===== src/ppp_pkg.sv =====
// Purpose: Shared constants and types for the parallel programming port.
// Assumes: One 25 MHz clock; all pin inputs are resynchronised before use.
// Notes:   Command, action and select codes are the pin-level encodings.
package ppp_pkg;

    localparam int unsigned CLK_PERIOD_NS = 40;
    localparam int unsigned ENTRY_HOLD_NS = 100;
    localparam int unsigned ENTRY_HOLD_CYC_INT = (ENTRY_HOLD_NS + CLK_PERIOD_NS - 1) / CLK_PERIOD_NS;
    localparam logic [3:0]  ENTRY_HOLD_CYC = ENTRY_HOLD_CYC_INT[3:0];
    localparam int unsigned PULSE_MIN_NS = 250;

    localparam logic [1:0] ACT_ADDR = 2'b00;
    localparam logic [1:0] ACT_DATA = 2'b01;
    localparam logic [1:0] ACT_CMD  = 2'b10;
    localparam logic [1:0] ACT_IDLE = 2'b11;

    localparam logic [1:0] SEL_LOW  = 2'b00;
    localparam logic [1:0] SEL_HIGH = 2'b01;
    localparam logic [1:0] SEL_EXT  = 2'b10;
    localparam logic [1:0] SEL_RSVD = 2'b11;

    localparam logic [1:0] FRD_FUSE_LOW  = 2'b00;
    localparam logic [1:0] FRD_LOCK      = 2'b01;
    localparam logic [1:0] FRD_FUSE_EXT  = 2'b10;
    localparam logic [1:0] FRD_FUSE_HIGH = 2'b11;

    localparam logic [7:0] CMD_NOP         = 8'h00;
    localparam logic [7:0] CMD_CHIP_ERASE  = 8'h80;
    localparam logic [7:0] CMD_WRITE_FUSE  = 8'h40;
    localparam logic [7:0] CMD_WRITE_LOCK  = 8'h20;
    localparam logic [7:0] CMD_WRITE_FLASH = 8'h10;
    localparam logic [7:0] CMD_WRITE_EE    = 8'h11;
    localparam logic [7:0] CMD_READ_SIG    = 8'h08;
    localparam logic [7:0] CMD_READ_FUSE   = 8'h04;
    localparam logic [7:0] CMD_READ_FLASH  = 8'h02;
    localparam logic [7:0] CMD_READ_EE     = 8'h03;

    localparam int unsigned FLASH_WORD_BITS = 7;
    localparam int unsigned EE_BYTE_BITS    = 3;
    localparam logic [23:0] ADDR_RESET      = 24'h000000;
    localparam logic [7:0]  BYTE_RESET      = 8'h00;

    typedef enum logic [3:0] {
        NVM_NOP         = 4'h0,
        NVM_ERASE_FLASH = 4'h1,
        NVM_ERASE_EE    = 4'h2,
        NVM_CLEAR_LOCK  = 4'h3,
        NVM_WRITE_FLASH = 4'h4,
        NVM_WRITE_EE    = 4'h5,
        NVM_WRITE_FUSE  = 4'h6,
        NVM_WRITE_LOCK  = 4'h7,
        NVM_READ_FLASH  = 4'h8,
        NVM_READ_EE     = 4'h9,
        NVM_READ_SIG    = 4'ha
    } ppp_nvm_op_t;

    typedef struct packed {
        ppp_nvm_op_t op;
        logic [1:0]  sel;
        logic [23:0] addr;
        logic [15:0] wdata;
    } ppp_nvm_req_t;

    typedef struct packed {
        logic       hv;
        logic       strobe_clk;
        logic       wr_n;
        logic       oe_n;
        logic       page_latch;
        logic [1:0] xa;
        logic [1:0] bs;
        logic [7:0] data;
    } ppp_pins_t;

    localparam ppp_pins_t PINS_IDLE = '{hv: 1'b0, strobe_clk: 1'b0, wr_n: 1'b1, oe_n: 1'b1,
                                        page_latch: 1'b0, xa: 2'b11, bs: 2'b00, data: 8'h00};

endpackage : ppp_pkg


===== src/ppp_port.sv =====
// Purpose: Parallel high-voltage programming port: pin decode, loading, page buffer, sequencing.
// Assumes: Memory arrays sit behind a request/acknowledge port; fuse values are inputs.
// Notes:   Every pin is synchronised, so pulses must span several clock periods.
`timescale 1ns/1ps
module ppp_port
    import ppp_pkg::*;
#(
    parameter int unsigned FWB = ppp_pkg::FLASH_WORD_BITS,
    parameter int unsigned EWB = ppp_pkg::EE_BYTE_BITS
) (
    input  wire logic                  CLK_I,
    input  wire logic                  NRST_I,
    input  wire logic                  HV_RESET_I,
    input  wire logic                  STROBE_CLK_I,
    input  wire logic                  WRITE_STROBE_N_I,
    input  wire logic                  OUTPUT_ENABLE_N_I,
    input  wire logic                  PAGE_LATCH_I,
    input  wire logic                  STROBE_ACTION_BIT0_I,
    input  wire logic                  STROBE_ACTION_BIT1_I,
    input  wire logic                  BYTE_SELECT_LO_BIT_I,
    input  wire logic                  BYTE_SELECT_HI_BIT_I,
    input  wire logic [7:0]            DATA_I,
    output logic      [7:0]            DATA_O,
    output logic                       DATA_OE_O,
    output logic                       READY_BUSY_FLAG_O,
    output logic                       PROG_MODE_O,
    input  wire logic [7:0]            FUSE_LOW_I,
    input  wire logic [7:0]            FUSE_HIGH_I,
    input  wire logic [7:0]            FUSE_EXT_I,
    input  wire logic [7:0]            LOCK_I,
    input  wire logic                  KEEP_EEPROM_FUSE_I,
    output logic                       NVM_REQ_O,
    output ppp_pkg::ppp_nvm_req_t      NVM_CMD_O,
    input  wire logic                  NVM_ACK_I,
    input  wire logic [15:0]           NVM_RDATA_I
);

    import ppp_pkg::*;

    typedef enum logic [6:0] {
        S_IDLE     = 7'b0000001,
        S_ERASE_FL = 7'b0000010,
        S_ERASE_EE = 7'b0000100,
        S_ERASE_LK = 7'b0001000,
        S_PROG_RD  = 7'b0010000,
        S_PROG_WR  = 7'b0100000,
        S_SINGLE   = 7'b1000000
    } ppp_state_t;

    ppp_pins_t           pins_raw;
    ppp_pins_t           pins;
    ppp_pins_t           pins_q;
    ppp_state_t          state;
    logic                strobe_rise;
    logic                wr_fall;
    logic                oe_fall;
    logic                latch_rise;
    logic                hv_rise;
    logic [3:0]          entry_pat;
    logic                entry_check;
    logic [3:0]          entry_cnt;
    logic [7:0]          cmd;
    logic [23:0]         addr;
    logic [7:0]          data_lo;
    logic [7:0]          data_hi;
    logic                session;
    logic                buf_we;
    logic [FWB-1:0]      buf_waddr;
    logic [15:0]         buf_wdata;
    logic [FWB-1:0]      prog_idx;
    logic                prog_ee;
    logic [15:0]         buf_rdata;
    logic                rd_pend;
    logic [15:0]         rd_word;
    logic [7:0]          next_data;

    function automatic logic is_read_cmd(input logic [7:0] c);
        is_read_cmd = (c == CMD_READ_FLASH) || (c == CMD_READ_EE) || (c == CMD_READ_SIG);
    endfunction

    function automatic logic [FWB-1:0] buf_index(input logic ee, input logic [23:0] a);
        logic [FWB-1:0] idx;
        idx = '0;
        if (ee) begin
            idx[EWB-1:0] = a[EWB-1:0];
        end else begin
            idx = a[FWB-1:0];
        end
        buf_index = idx;
    endfunction

    assign pins_raw = '{hv: HV_RESET_I, strobe_clk: STROBE_CLK_I, wr_n: WRITE_STROBE_N_I,
                        oe_n: OUTPUT_ENABLE_N_I, page_latch: PAGE_LATCH_I,
                        xa: {STROBE_ACTION_BIT1_I, STROBE_ACTION_BIT0_I},
                        bs: {BYTE_SELECT_HI_BIT_I, BYTE_SELECT_LO_BIT_I}, data: DATA_I};

    ppp_sync #(
        .W    ($bits(ppp_pins_t)),
        .INIT (PINS_IDLE)
    ) u_sync (
        .clk_i  (CLK_I),
        .nrst_i (NRST_I),
        .d_i    (pins_raw),
        .q_o    (pins)
    );

    // Edges are taken from the synchronised copy; any pulse wider than two clock periods
    // is caught, which covers the minimum pulse width with margin.
    always_ff @(posedge CLK_I or negedge NRST_I) begin
        if (!NRST_I) begin
            pins_q <= PINS_IDLE;
        end else begin
            pins_q <= pins;
        end
    end

    assign strobe_rise = PROG_MODE_O && pins.strobe_clk && !pins_q.strobe_clk;
    assign wr_fall     = PROG_MODE_O && !pins.wr_n && pins_q.wr_n;
    assign oe_fall     = PROG_MODE_O && !pins.oe_n && pins_q.oe_n;
    assign latch_rise  = PROG_MODE_O && pins.page_latch && !pins_q.page_latch;
    assign hv_rise     = pins.hv && !pins_q.hv;
    assign entry_pat   = {pins.page_latch, pins.xa, pins.bs[0]};

    // Entry: the pattern must be zero when high voltage arrives and stay so for the hold time.
    always_ff @(posedge CLK_I or negedge NRST_I) begin
        if (!NRST_I) begin
            PROG_MODE_O <= 1'b0;
            entry_check <= 1'b0;
            entry_cnt   <= 4'h0;
        end else if (!pins.hv) begin
            PROG_MODE_O <= 1'b0;
            entry_check <= 1'b0;
            entry_cnt   <= 4'h0;
        end else if (hv_rise) begin
            entry_check <= (entry_pat == 4'h0);
            entry_cnt   <= 4'h0;
        end else if (entry_check) begin
            if (entry_pat != 4'h0) begin
                entry_check <= 1'b0;
            end else if (entry_cnt == ENTRY_HOLD_CYC - 4'h1) begin
                entry_check <= 1'b0;
                PROG_MODE_O <= 1'b1;
            end else begin
                entry_cnt <= entry_cnt + 4'h1;
            end
        end
    end

    // Command, address and data bytes persist until overwritten.
    always_ff @(posedge CLK_I or negedge NRST_I) begin
        if (!NRST_I) begin
            cmd     <= CMD_NOP;
            addr    <= ADDR_RESET;
            data_lo <= BYTE_RESET;
            data_hi <= BYTE_RESET;
        end else if (strobe_rise) begin
            case (pins.xa)
                ACT_ADDR: begin
                    case (pins.bs)
                        SEL_LOW:  addr[7:0]   <= pins.data;
                        SEL_HIGH: addr[15:8]  <= pins.data;
                        SEL_EXT:  addr[23:16] <= pins.data;
                        default:  addr        <= addr;
                    endcase
                end
                ACT_DATA: begin
                    if (pins.bs[0]) begin
                        data_hi <= pins.data;
                    end else begin
                        data_lo <= pins.data;
                    end
                end
                ACT_CMD: begin
                    cmd <= pins.data;
                end
                default: begin
                    cmd <= cmd;
                end
            endcase
        end
    end

    // A page session opens with the first latched word and closes on the no-operation command.
    always_ff @(posedge CLK_I or negedge NRST_I) begin
        if (!NRST_I) begin
            session <= 1'b0;
        end else if (buf_we) begin
            session <= 1'b1;
        end else if (strobe_rise && pins.xa == ACT_CMD && pins.data == CMD_NOP) begin
            session <= 1'b0;
        end
    end

    assign buf_we    = latch_rise && session_ok();
    assign buf_waddr = buf_index(cmd == CMD_WRITE_EE, addr);
    assign buf_wdata = {data_hi, data_lo};

    function automatic logic session_ok();
        session_ok = (cmd == CMD_WRITE_FLASH) || (cmd == CMD_WRITE_EE);
    endfunction

    ppp_page_buf #(
        .AW (FWB),
        .DW (16)
    ) u_buf (
        .clk_i   (CLK_I),
        .we_i    (buf_we),
        .waddr_i (buf_waddr),
        .wdata_i (buf_wdata),
        .raddr_i (prog_idx),
        .rdata_o (buf_rdata)
    );

    // Operation sequencer and memory request port.
    always_ff @(posedge CLK_I or negedge NRST_I) begin
        if (!NRST_I) begin
            state     <= S_IDLE;
            NVM_REQ_O <= 1'b0;
            NVM_CMD_O <= '{op: NVM_NOP, sel: SEL_LOW, addr: ADDR_RESET, wdata: 16'h0000};
            prog_idx  <= '0;
            prog_ee   <= 1'b0;
            rd_pend   <= 1'b0;
            rd_word   <= 16'hffff;
        end else begin
            case (state)
                S_IDLE: begin
                    if (rd_pend) begin
                        if (NVM_ACK_I) begin
                            NVM_REQ_O <= 1'b0;
                            rd_pend   <= 1'b0;
                            rd_word   <= NVM_RDATA_I;
                        end
                    end else if (wr_fall) begin
                        case (cmd)
                            CMD_CHIP_ERASE: begin
                                state <= S_ERASE_FL;
                            end
                            CMD_WRITE_FLASH, CMD_WRITE_EE: begin
                                if (pins.bs == SEL_LOW && session) begin
                                    prog_ee  <= (cmd == CMD_WRITE_EE);
                                    prog_idx <= '0;
                                    state    <= S_PROG_RD;
                                end
                            end
                            CMD_WRITE_FUSE, CMD_WRITE_LOCK: begin
                                NVM_REQ_O <= 1'b1;
                                NVM_CMD_O <= '{op: (cmd == CMD_WRITE_FUSE) ? NVM_WRITE_FUSE
                                                                           : NVM_WRITE_LOCK,
                                               sel: pins.bs, addr: addr,
                                               wdata: {8'h00, data_lo}};
                                state     <= S_SINGLE;
                            end
                            default: begin
                                state <= S_IDLE;
                            end
                        endcase
                    end else if (oe_fall && is_read_cmd(cmd)) begin
                        NVM_REQ_O <= 1'b1;
                        rd_pend   <= 1'b1;
                        NVM_CMD_O <= '{op: (cmd == CMD_READ_FLASH) ? NVM_READ_FLASH :
                                           (cmd == CMD_READ_EE) ? NVM_READ_EE : NVM_READ_SIG,
                                       sel: pins.bs, addr: addr, wdata: 16'h0000};
                    end
                end
                S_ERASE_FL: begin
                    if (!NVM_REQ_O) begin
                        NVM_REQ_O <= 1'b1;
                        NVM_CMD_O <= '{op: NVM_ERASE_FLASH, sel: SEL_LOW, addr: addr,
                                       wdata: 16'hffff};
                    end else if (NVM_ACK_I) begin
                        NVM_REQ_O <= 1'b0;
                        state     <= KEEP_EEPROM_FUSE_I ? S_ERASE_LK : S_ERASE_EE;
                    end
                end
                S_ERASE_EE: begin
                    if (!NVM_REQ_O) begin
                        NVM_REQ_O <= 1'b1;
                        NVM_CMD_O <= '{op: NVM_ERASE_EE, sel: SEL_LOW, addr: addr,
                                       wdata: 16'hffff};
                    end else if (NVM_ACK_I) begin
                        NVM_REQ_O <= 1'b0;
                        state     <= S_ERASE_LK;
                    end
                end
                S_ERASE_LK: begin
                    // Reached only after the flash erase has been acknowledged.
                    if (!NVM_REQ_O) begin
                        NVM_REQ_O <= 1'b1;
                        NVM_CMD_O <= '{op: NVM_CLEAR_LOCK, sel: SEL_LOW, addr: addr,
                                       wdata: 16'hffff};
                    end else if (NVM_ACK_I) begin
                        NVM_REQ_O <= 1'b0;
                        state     <= S_IDLE;
                    end
                end
                S_PROG_RD: begin
                    state <= S_PROG_WR;
                end
                S_PROG_WR: begin
                    if (!NVM_REQ_O) begin
                        NVM_REQ_O <= 1'b1;
                        if (prog_ee) begin
                            NVM_CMD_O <= '{op: NVM_WRITE_EE, sel: SEL_LOW,
                                           addr: {addr[23:EWB], prog_idx[EWB-1:0]},
                                           wdata: {8'h00, buf_rdata[7:0]}};
                        end else begin
                            NVM_CMD_O <= '{op: NVM_WRITE_FLASH, sel: SEL_LOW,
                                           addr: {addr[23:FWB], prog_idx},
                                           wdata: buf_rdata};
                        end
                    end else if (NVM_ACK_I) begin
                        NVM_REQ_O <= 1'b0;
                        if ((prog_ee && prog_idx == FWB'((1 << EWB) - 1)) ||
                            (!prog_ee && prog_idx == FWB'((1 << FWB) - 1))) begin
                            state <= S_IDLE;
                        end else begin
                            prog_idx <= prog_idx + FWB'(1);
                            state    <= S_PROG_RD;
                        end
                    end
                end
                S_SINGLE: begin
                    if (NVM_ACK_I) begin
                        NVM_REQ_O <= 1'b0;
                        state     <= S_IDLE;
                    end
                end
                default: begin
                    NVM_REQ_O <= 1'b0;
                    state     <= S_IDLE;
                end
            endcase
            // A write strobe outside S_IDLE falls through every branch above unused.
            if (state != S_IDLE && wr_fall) begin
                prog_ee <= prog_ee;
            end
        end
    end

    // Ready flag is derived from the sequencer state; only a chip-erase strobe drops it on the edge that starts work, other writes one edge later.
    always_ff @(posedge CLK_I or negedge NRST_I) begin
        if (!NRST_I) begin
            READY_BUSY_FLAG_O <= 1'b1;
        end else begin
            READY_BUSY_FLAG_O <= (state == S_IDLE) && !(wr_fall && cmd == CMD_CHIP_ERASE);
        end
    end

    // Read data mux; fuse and lock values come straight from the fuse store.
    always_comb begin
        next_data = rd_word[7:0];
        case (cmd)
            CMD_READ_FUSE: begin
                case (pins.bs)
                    FRD_FUSE_LOW:  next_data = FUSE_LOW_I;
                    FRD_LOCK:      next_data = LOCK_I;
                    FRD_FUSE_EXT:  next_data = FUSE_EXT_I;
                    default:       next_data = FUSE_HIGH_I;
                endcase
            end
            CMD_READ_FLASH, CMD_READ_SIG: begin
                next_data = pins.bs[0] ? rd_word[15:8] : rd_word[7:0];
            end
            default: begin
                next_data = rd_word[7:0];
            end
        endcase
    end

    always_ff @(posedge CLK_I or negedge NRST_I) begin
        if (!NRST_I) begin
            DATA_O    <= 8'h00;
            DATA_OE_O <= 1'b0;
        end else begin
            DATA_O    <= next_data;
            DATA_OE_O <= PROG_MODE_O && !pins.oe_n;
        end
    end

endmodule // ppp_port


===== src/ppp_sync.sv =====
// Purpose: Two-stage synchroniser for a bundle of asynchronous pins.
// Assumes: Bits are independent levels; multi-bit skew is settled by the strobes.
// Notes:   The first stage is read by the second stage only.
`timescale 1ns/1ps
module ppp_sync #(
    parameter int unsigned     W    = 1,
    parameter logic [W-1:0]    INIT = '0
) (
    input  wire logic          clk_i,
    input  wire logic          nrst_i,
    input  wire logic [W-1:0]  d_i,
    output logic      [W-1:0]  q_o
);

    logic [W-1:0] meta;

    always_ff @(posedge clk_i or negedge nrst_i) begin
        if (!nrst_i) begin
            meta <= INIT;
            q_o  <= INIT;
        end else begin
            meta <= d_i;
            q_o  <= meta;
        end
    end

endmodule // ppp_sync


===== src/ppp_page_buf.sv =====
// Purpose: Page buffer memory with one write port and a registered read port.
// Assumes: Single clock; read data appear one edge after the address.
// Notes:   Contents are not reset; only filled entries are meaningful.
`timescale 1ns/1ps
module ppp_page_buf #(
    parameter int unsigned AW = 7,
    parameter int unsigned DW = 16
) (
    input  wire logic          clk_i,
    input  wire logic          we_i,
    input  wire logic [AW-1:0] waddr_i,
    input  wire logic [DW-1:0] wdata_i,
    input  wire logic [AW-1:0] raddr_i,
    output logic      [DW-1:0] rdata_o
);

    logic [DW-1:0] mem [0:(1<<AW)-1];

    always_ff @(posedge clk_i) begin
        if (we_i) begin
            mem[waddr_i] <= wdata_i;
        end
        rdata_o <= mem[raddr_i];
    end

endmodule // ppp_page_buf


===== config.mk =====
export PLATFORM = sky130hd
export DESIGN_NAME = ppp_port
export DESIGN_NICKNAME = d
export VERILOG_FILES = /design/src/ppp_pkg.sv /design/src/ppp_port.sv /design/src/ppp_sync.sv /design/src/ppp_page_buf.sv
export SDC_FILE = /design/constraint.sdc
export NUM_CORES = 2
export LEC_CHECK = 0
export BUFFER_PORTS_ARGS = -buffer_cell sky130_fd_sc_hd__buf_4
export CELL_PAD_IN_SITES_DETAIL_PLACEMENT = 1
export CELL_PAD_IN_SITES_GLOBAL_PLACEMENT = 1
export CORE_MARGIN = 10
export CORE_UTILIZATION = 55
export DETAILED_ROUTE_END_ITERATION = 12
export PLACE_DENSITY = 0.75
export SETUP_SLACK_MARGIN = 0.02
export SKIP_LAST_GASP = 1
export SYNTH_ARGS = -nofsm -noshare
export SYNTH_HDL_FRONTEND = slang
export SYNTH_HIERARCHICAL = 1
export SYNTH_SLANG_ARGS = --single-unit

===== constraint.sdc =====
create_clock -name CLK_I -period 4 [get_ports CLK_I]
set_input_delay 0.6 -clock CLK_I [delete_from_list [all_inputs] [get_ports CLK_I]]
set_output_delay 0.6 -clock CLK_I [all_outputs]
set_load 0.01 [all_outputs]

==> flow_metrics.py <==
metrics = {
    "outcome": {
        "status": "finished clean",
    },
    "sta": {
        "slew_viol_final": 0,
        "period_share": 0.963,
        "slew_headroom": 0.182,
        "tightest_slew_ns": 1.23,
        "fin_tns_setup_ns": 0,
        "grt_setup_unrepaired": "no",
        "finClkSkew_ns": 0.0237,
        "fmax_mhz": 260,
        "period_needed_ns": 3.85,
        "setup_viol_count_final": 0,
        "hold_viol": 0,
        "setup_ws_ns": 0.150,
    },
    "clock_network": {
        "cts.sinks": 2247,
        "clockBufferDepth": 3,
        "cts_tree": "built",
        "clockRootBuffer": "clkbuf_16",
        "clk_pin_slew_ns": 0.06,
        "clk-insertion-delay-late_ns": 0.85,
        "cts_setup_buffers": 0,
        "ctsHtreeMaxLevel": 4,
        "numCtsBuffers": 213,
    },
    "routing": {
        "dr_wl_met3_mm": 20.7,
        "drt_wl_total_mm": 227,
        "drtIter0Drc": 5733,
        "drc": 0,
        "firstDrtPassIters": 5,
        "route.vias.total": 41900,
        "wl_met2_mm": 110,
        "via_per_inst": 6.61,
        "ant_nets": 0,
        "top_layer": "met5",
        "met1_length_mm": 88.4,
        "wl_per_cell_um": 35.9,
    },
    "critical_path": {
        "worstPathArrival_ns": 4.35,
        "crit_path_start_kind": "flip-flop",
        "worstRegToRegCells": 7,
        "r2r_slack_ns": 0.15,
        "r2r-end": "u_buf/mem[103][2]",
        "required_ns": 4.50,
        "path_max_fanout": 16,
        "timing.rr.start": "cmd[3]",
        "crit_type": "reg2reg",
        "worstSetupEndpointType": "flip-flop",
    },
    "finish": {
        "utilization": 0.632,
        "design_area_sq_um": 98800,
        "drive_above_1_share": 0.361,
        "final_nets": 4157,
        "synthToLayoutAreaGrowth_pct": 14.2,
    },
    "min_path": {
        "min_from": "NVM_ACK_I",
        "hold_path.class": "in2reg",
        "hold_depth": 3,
        "min_to": "state[6]",
    },
    "power": {
        "power.density_nw_per_um2": 465,
        "p_leak_uw": 0.0372,
        "power_uw": 45900,
        "ir_drop_uv": 484,
    },
    "global_route": {
        "antenna_found_initial": 21,
        "grtUsageTotal": 0.263,
        "grt_pass1_wl_mm": 329,
        "gr-total-overflow": 0,
        "grt_max_degree": 112,
        "grt_pass1_vias": 44200,
    },
    "synthesis": {
        "netlist_top_cells_count": "edfxtp_1, mux4_2, dfrtp_1",
        "ys_seq_area_frac": 0.768,
        "synth_top_area_cell": "edfxtp_1",
        "synthCells": 3676,
        "ys.flop_type": "edfxtp_1",
        "syn_area_sq_um": 86500,
        "yosysTopAreaCellShare": 0.711,
        "synth-edff-count": 2048,
        "async_flop_share": 0.0814,
        "synth_cell_types": 63,
        "synth_seq_cells": 2247,
        "synth_area_leaders": "edfxtp_1, mux4_2, dfrtp_1",
        "synth_nets": 3748,
        "synth.avg_cell_area_sq_um": 23.5,
        "yosys.cell_count.top_type": "edfxtp_1",
        "ys_warn_count": 6,
    },
    "placement": {
        "io_buffers": 126,
        "dpl-instance-area_sq_um": 91500,
        "gp_congestion": 0.810,
        "pre_cts_ws_ns": 0.343,
        "dp_hpwl_mm": 133,
    },
    "floorplan": {
        "rows": 145,
        "dieArea_sq_um": 174000,
        "die_h_um": 417,
        "core-area_sq_um": 156000,
        "ios": 127,
        "start_util": 0.554,
        "die_w_um": 417,
    },
    "job": {
        "max-cap-violations": 0,
    },
}
[kinds of logic after synthesis]
| logic type | after synthesis | share of synthesized area |
|---|---|---|
| buf+inv | 201 | 0.0102 |
| flops | 2247 | 0.768 |
| mux | 813 | 0.196 |
| simple gates | 336 | 0.0187 |
| xor+xnor | 7 | 0.000709 |
| fa+ha+maj | 3 | 0.000434 |
| compound gates | 69 | 0.00592 |
[where the power goes]
group	switching, uW	leakage, uW	internal [uW]
Clock	8780	0.00335	11300
Combinational	150	0.00756	219
Sequential	94.9	0.0263	25400
Total	9030	0.0372	36900
[per-layer routing]
metal	track usage	vias up
li1	-	16400
met1	0.370	22700
met2	0.414	2275
met3	0.0554	421
met4	0.0893	12
met5	0	-
[sequential cells by signal (all words and copies together), names as in the netlist, 4 cells and up]
| signal | count |
|---|---|
| DATA_O | 8 |
| NVM_CMD_O | 46 |
| addr | 24 |
| cmd | 8 |
| data_hi | 8 |
| data_lo | 8 |
| entry_cnt | 4 |
| pins_q | 5 |
| prog_idx | 7 |
| rd_word | 16 |
| state | 7 |
| u_buf/mem | 2048 |
| u_buf/rdata_o | 16 |
| u_sync/meta | 17 |
| u_sync/q_o | 17 |
[through the flow]
| stage | instances | hold slack, ns |
|---|---|---|
| after floorplan | 3676 | 0.304 |
| after global placement | 5893 | 0.334 |
| after detailed placement | 5893 | 0.336 |
| after CTS | 6324 | 0.0103 |
| after global routing | 6324 | 0.0417 |
| final | 6329 | 0.0706 |
[placed cells by master (no fill, tap or decap), types with 9 or more instances in the layout]
cell type / n
mux2_2: 91
nand2_1: 56
edfxtp_1: 2048
nor2b_1: 22
dlygate4sd3_1: 35
bufinv_16: 20
inv_1: 9
buf_4: 308
clkinv_2: 38
a21oi_1: 11
clkbuf_16: 214
o21ai_0: 12
buf_12: 42
dfrtp_4: 20
mux4_2: 680
dfrtp_1: 133
nand3_1: 42
nor3_2: 11
mux2_4: 38
dfstp_2: 28
clkinv_1: 39
dfxtp_1: 16
nor2_1: 141
clkbuf_1: 53
[area by class of cell]
class	instances	area [sq um]
sequential	2247	66500
fill	12300	57400
multi-input combinational	1228	19200
clock buffer	273	5640
timing repair buffer	386	3520
tap	2058	2570
clock inverter	123	1250
inverter	9	33.8
antenna	5	12.5
[how the worst max path moves through the flow]
stage                start                end  slack (ns)  cells past startpoint
floorplan           cmd[2]   u_buf/mem[98][0]        0.52                      7
global placement    cmd[3]  u_buf/mem[102][0]        0.42                      7
detailed placement  cmd[3]  u_buf/mem[102][4]        0.34                      7
CTS                 cmd[3]  u_buf/mem[103][0]        0.26                      7
global route        cmd[3]   u_buf/mem[98][0]        0.03                      7
finish              cmd[3]  u_buf/mem[103][2]        0.15                      7
[what timing repair did]
item / 4_1_cts / 5_1_grt
hold endpoints to repair: 112 / 0
resized for setup: 0 / 0
hold buffers: 35 / 0
[worst max-delay path, stage by stage, from the launching register on]
cell     delay [ns]
dfrtp_1        0.48
nor4_1         0.55
nand3_1        0.51
and2_1         0.47
nor2_1         0.30
nand4_1        0.47
nor2_1         0.33
buf_4          0.37
(Power assumes the default switching activity.)
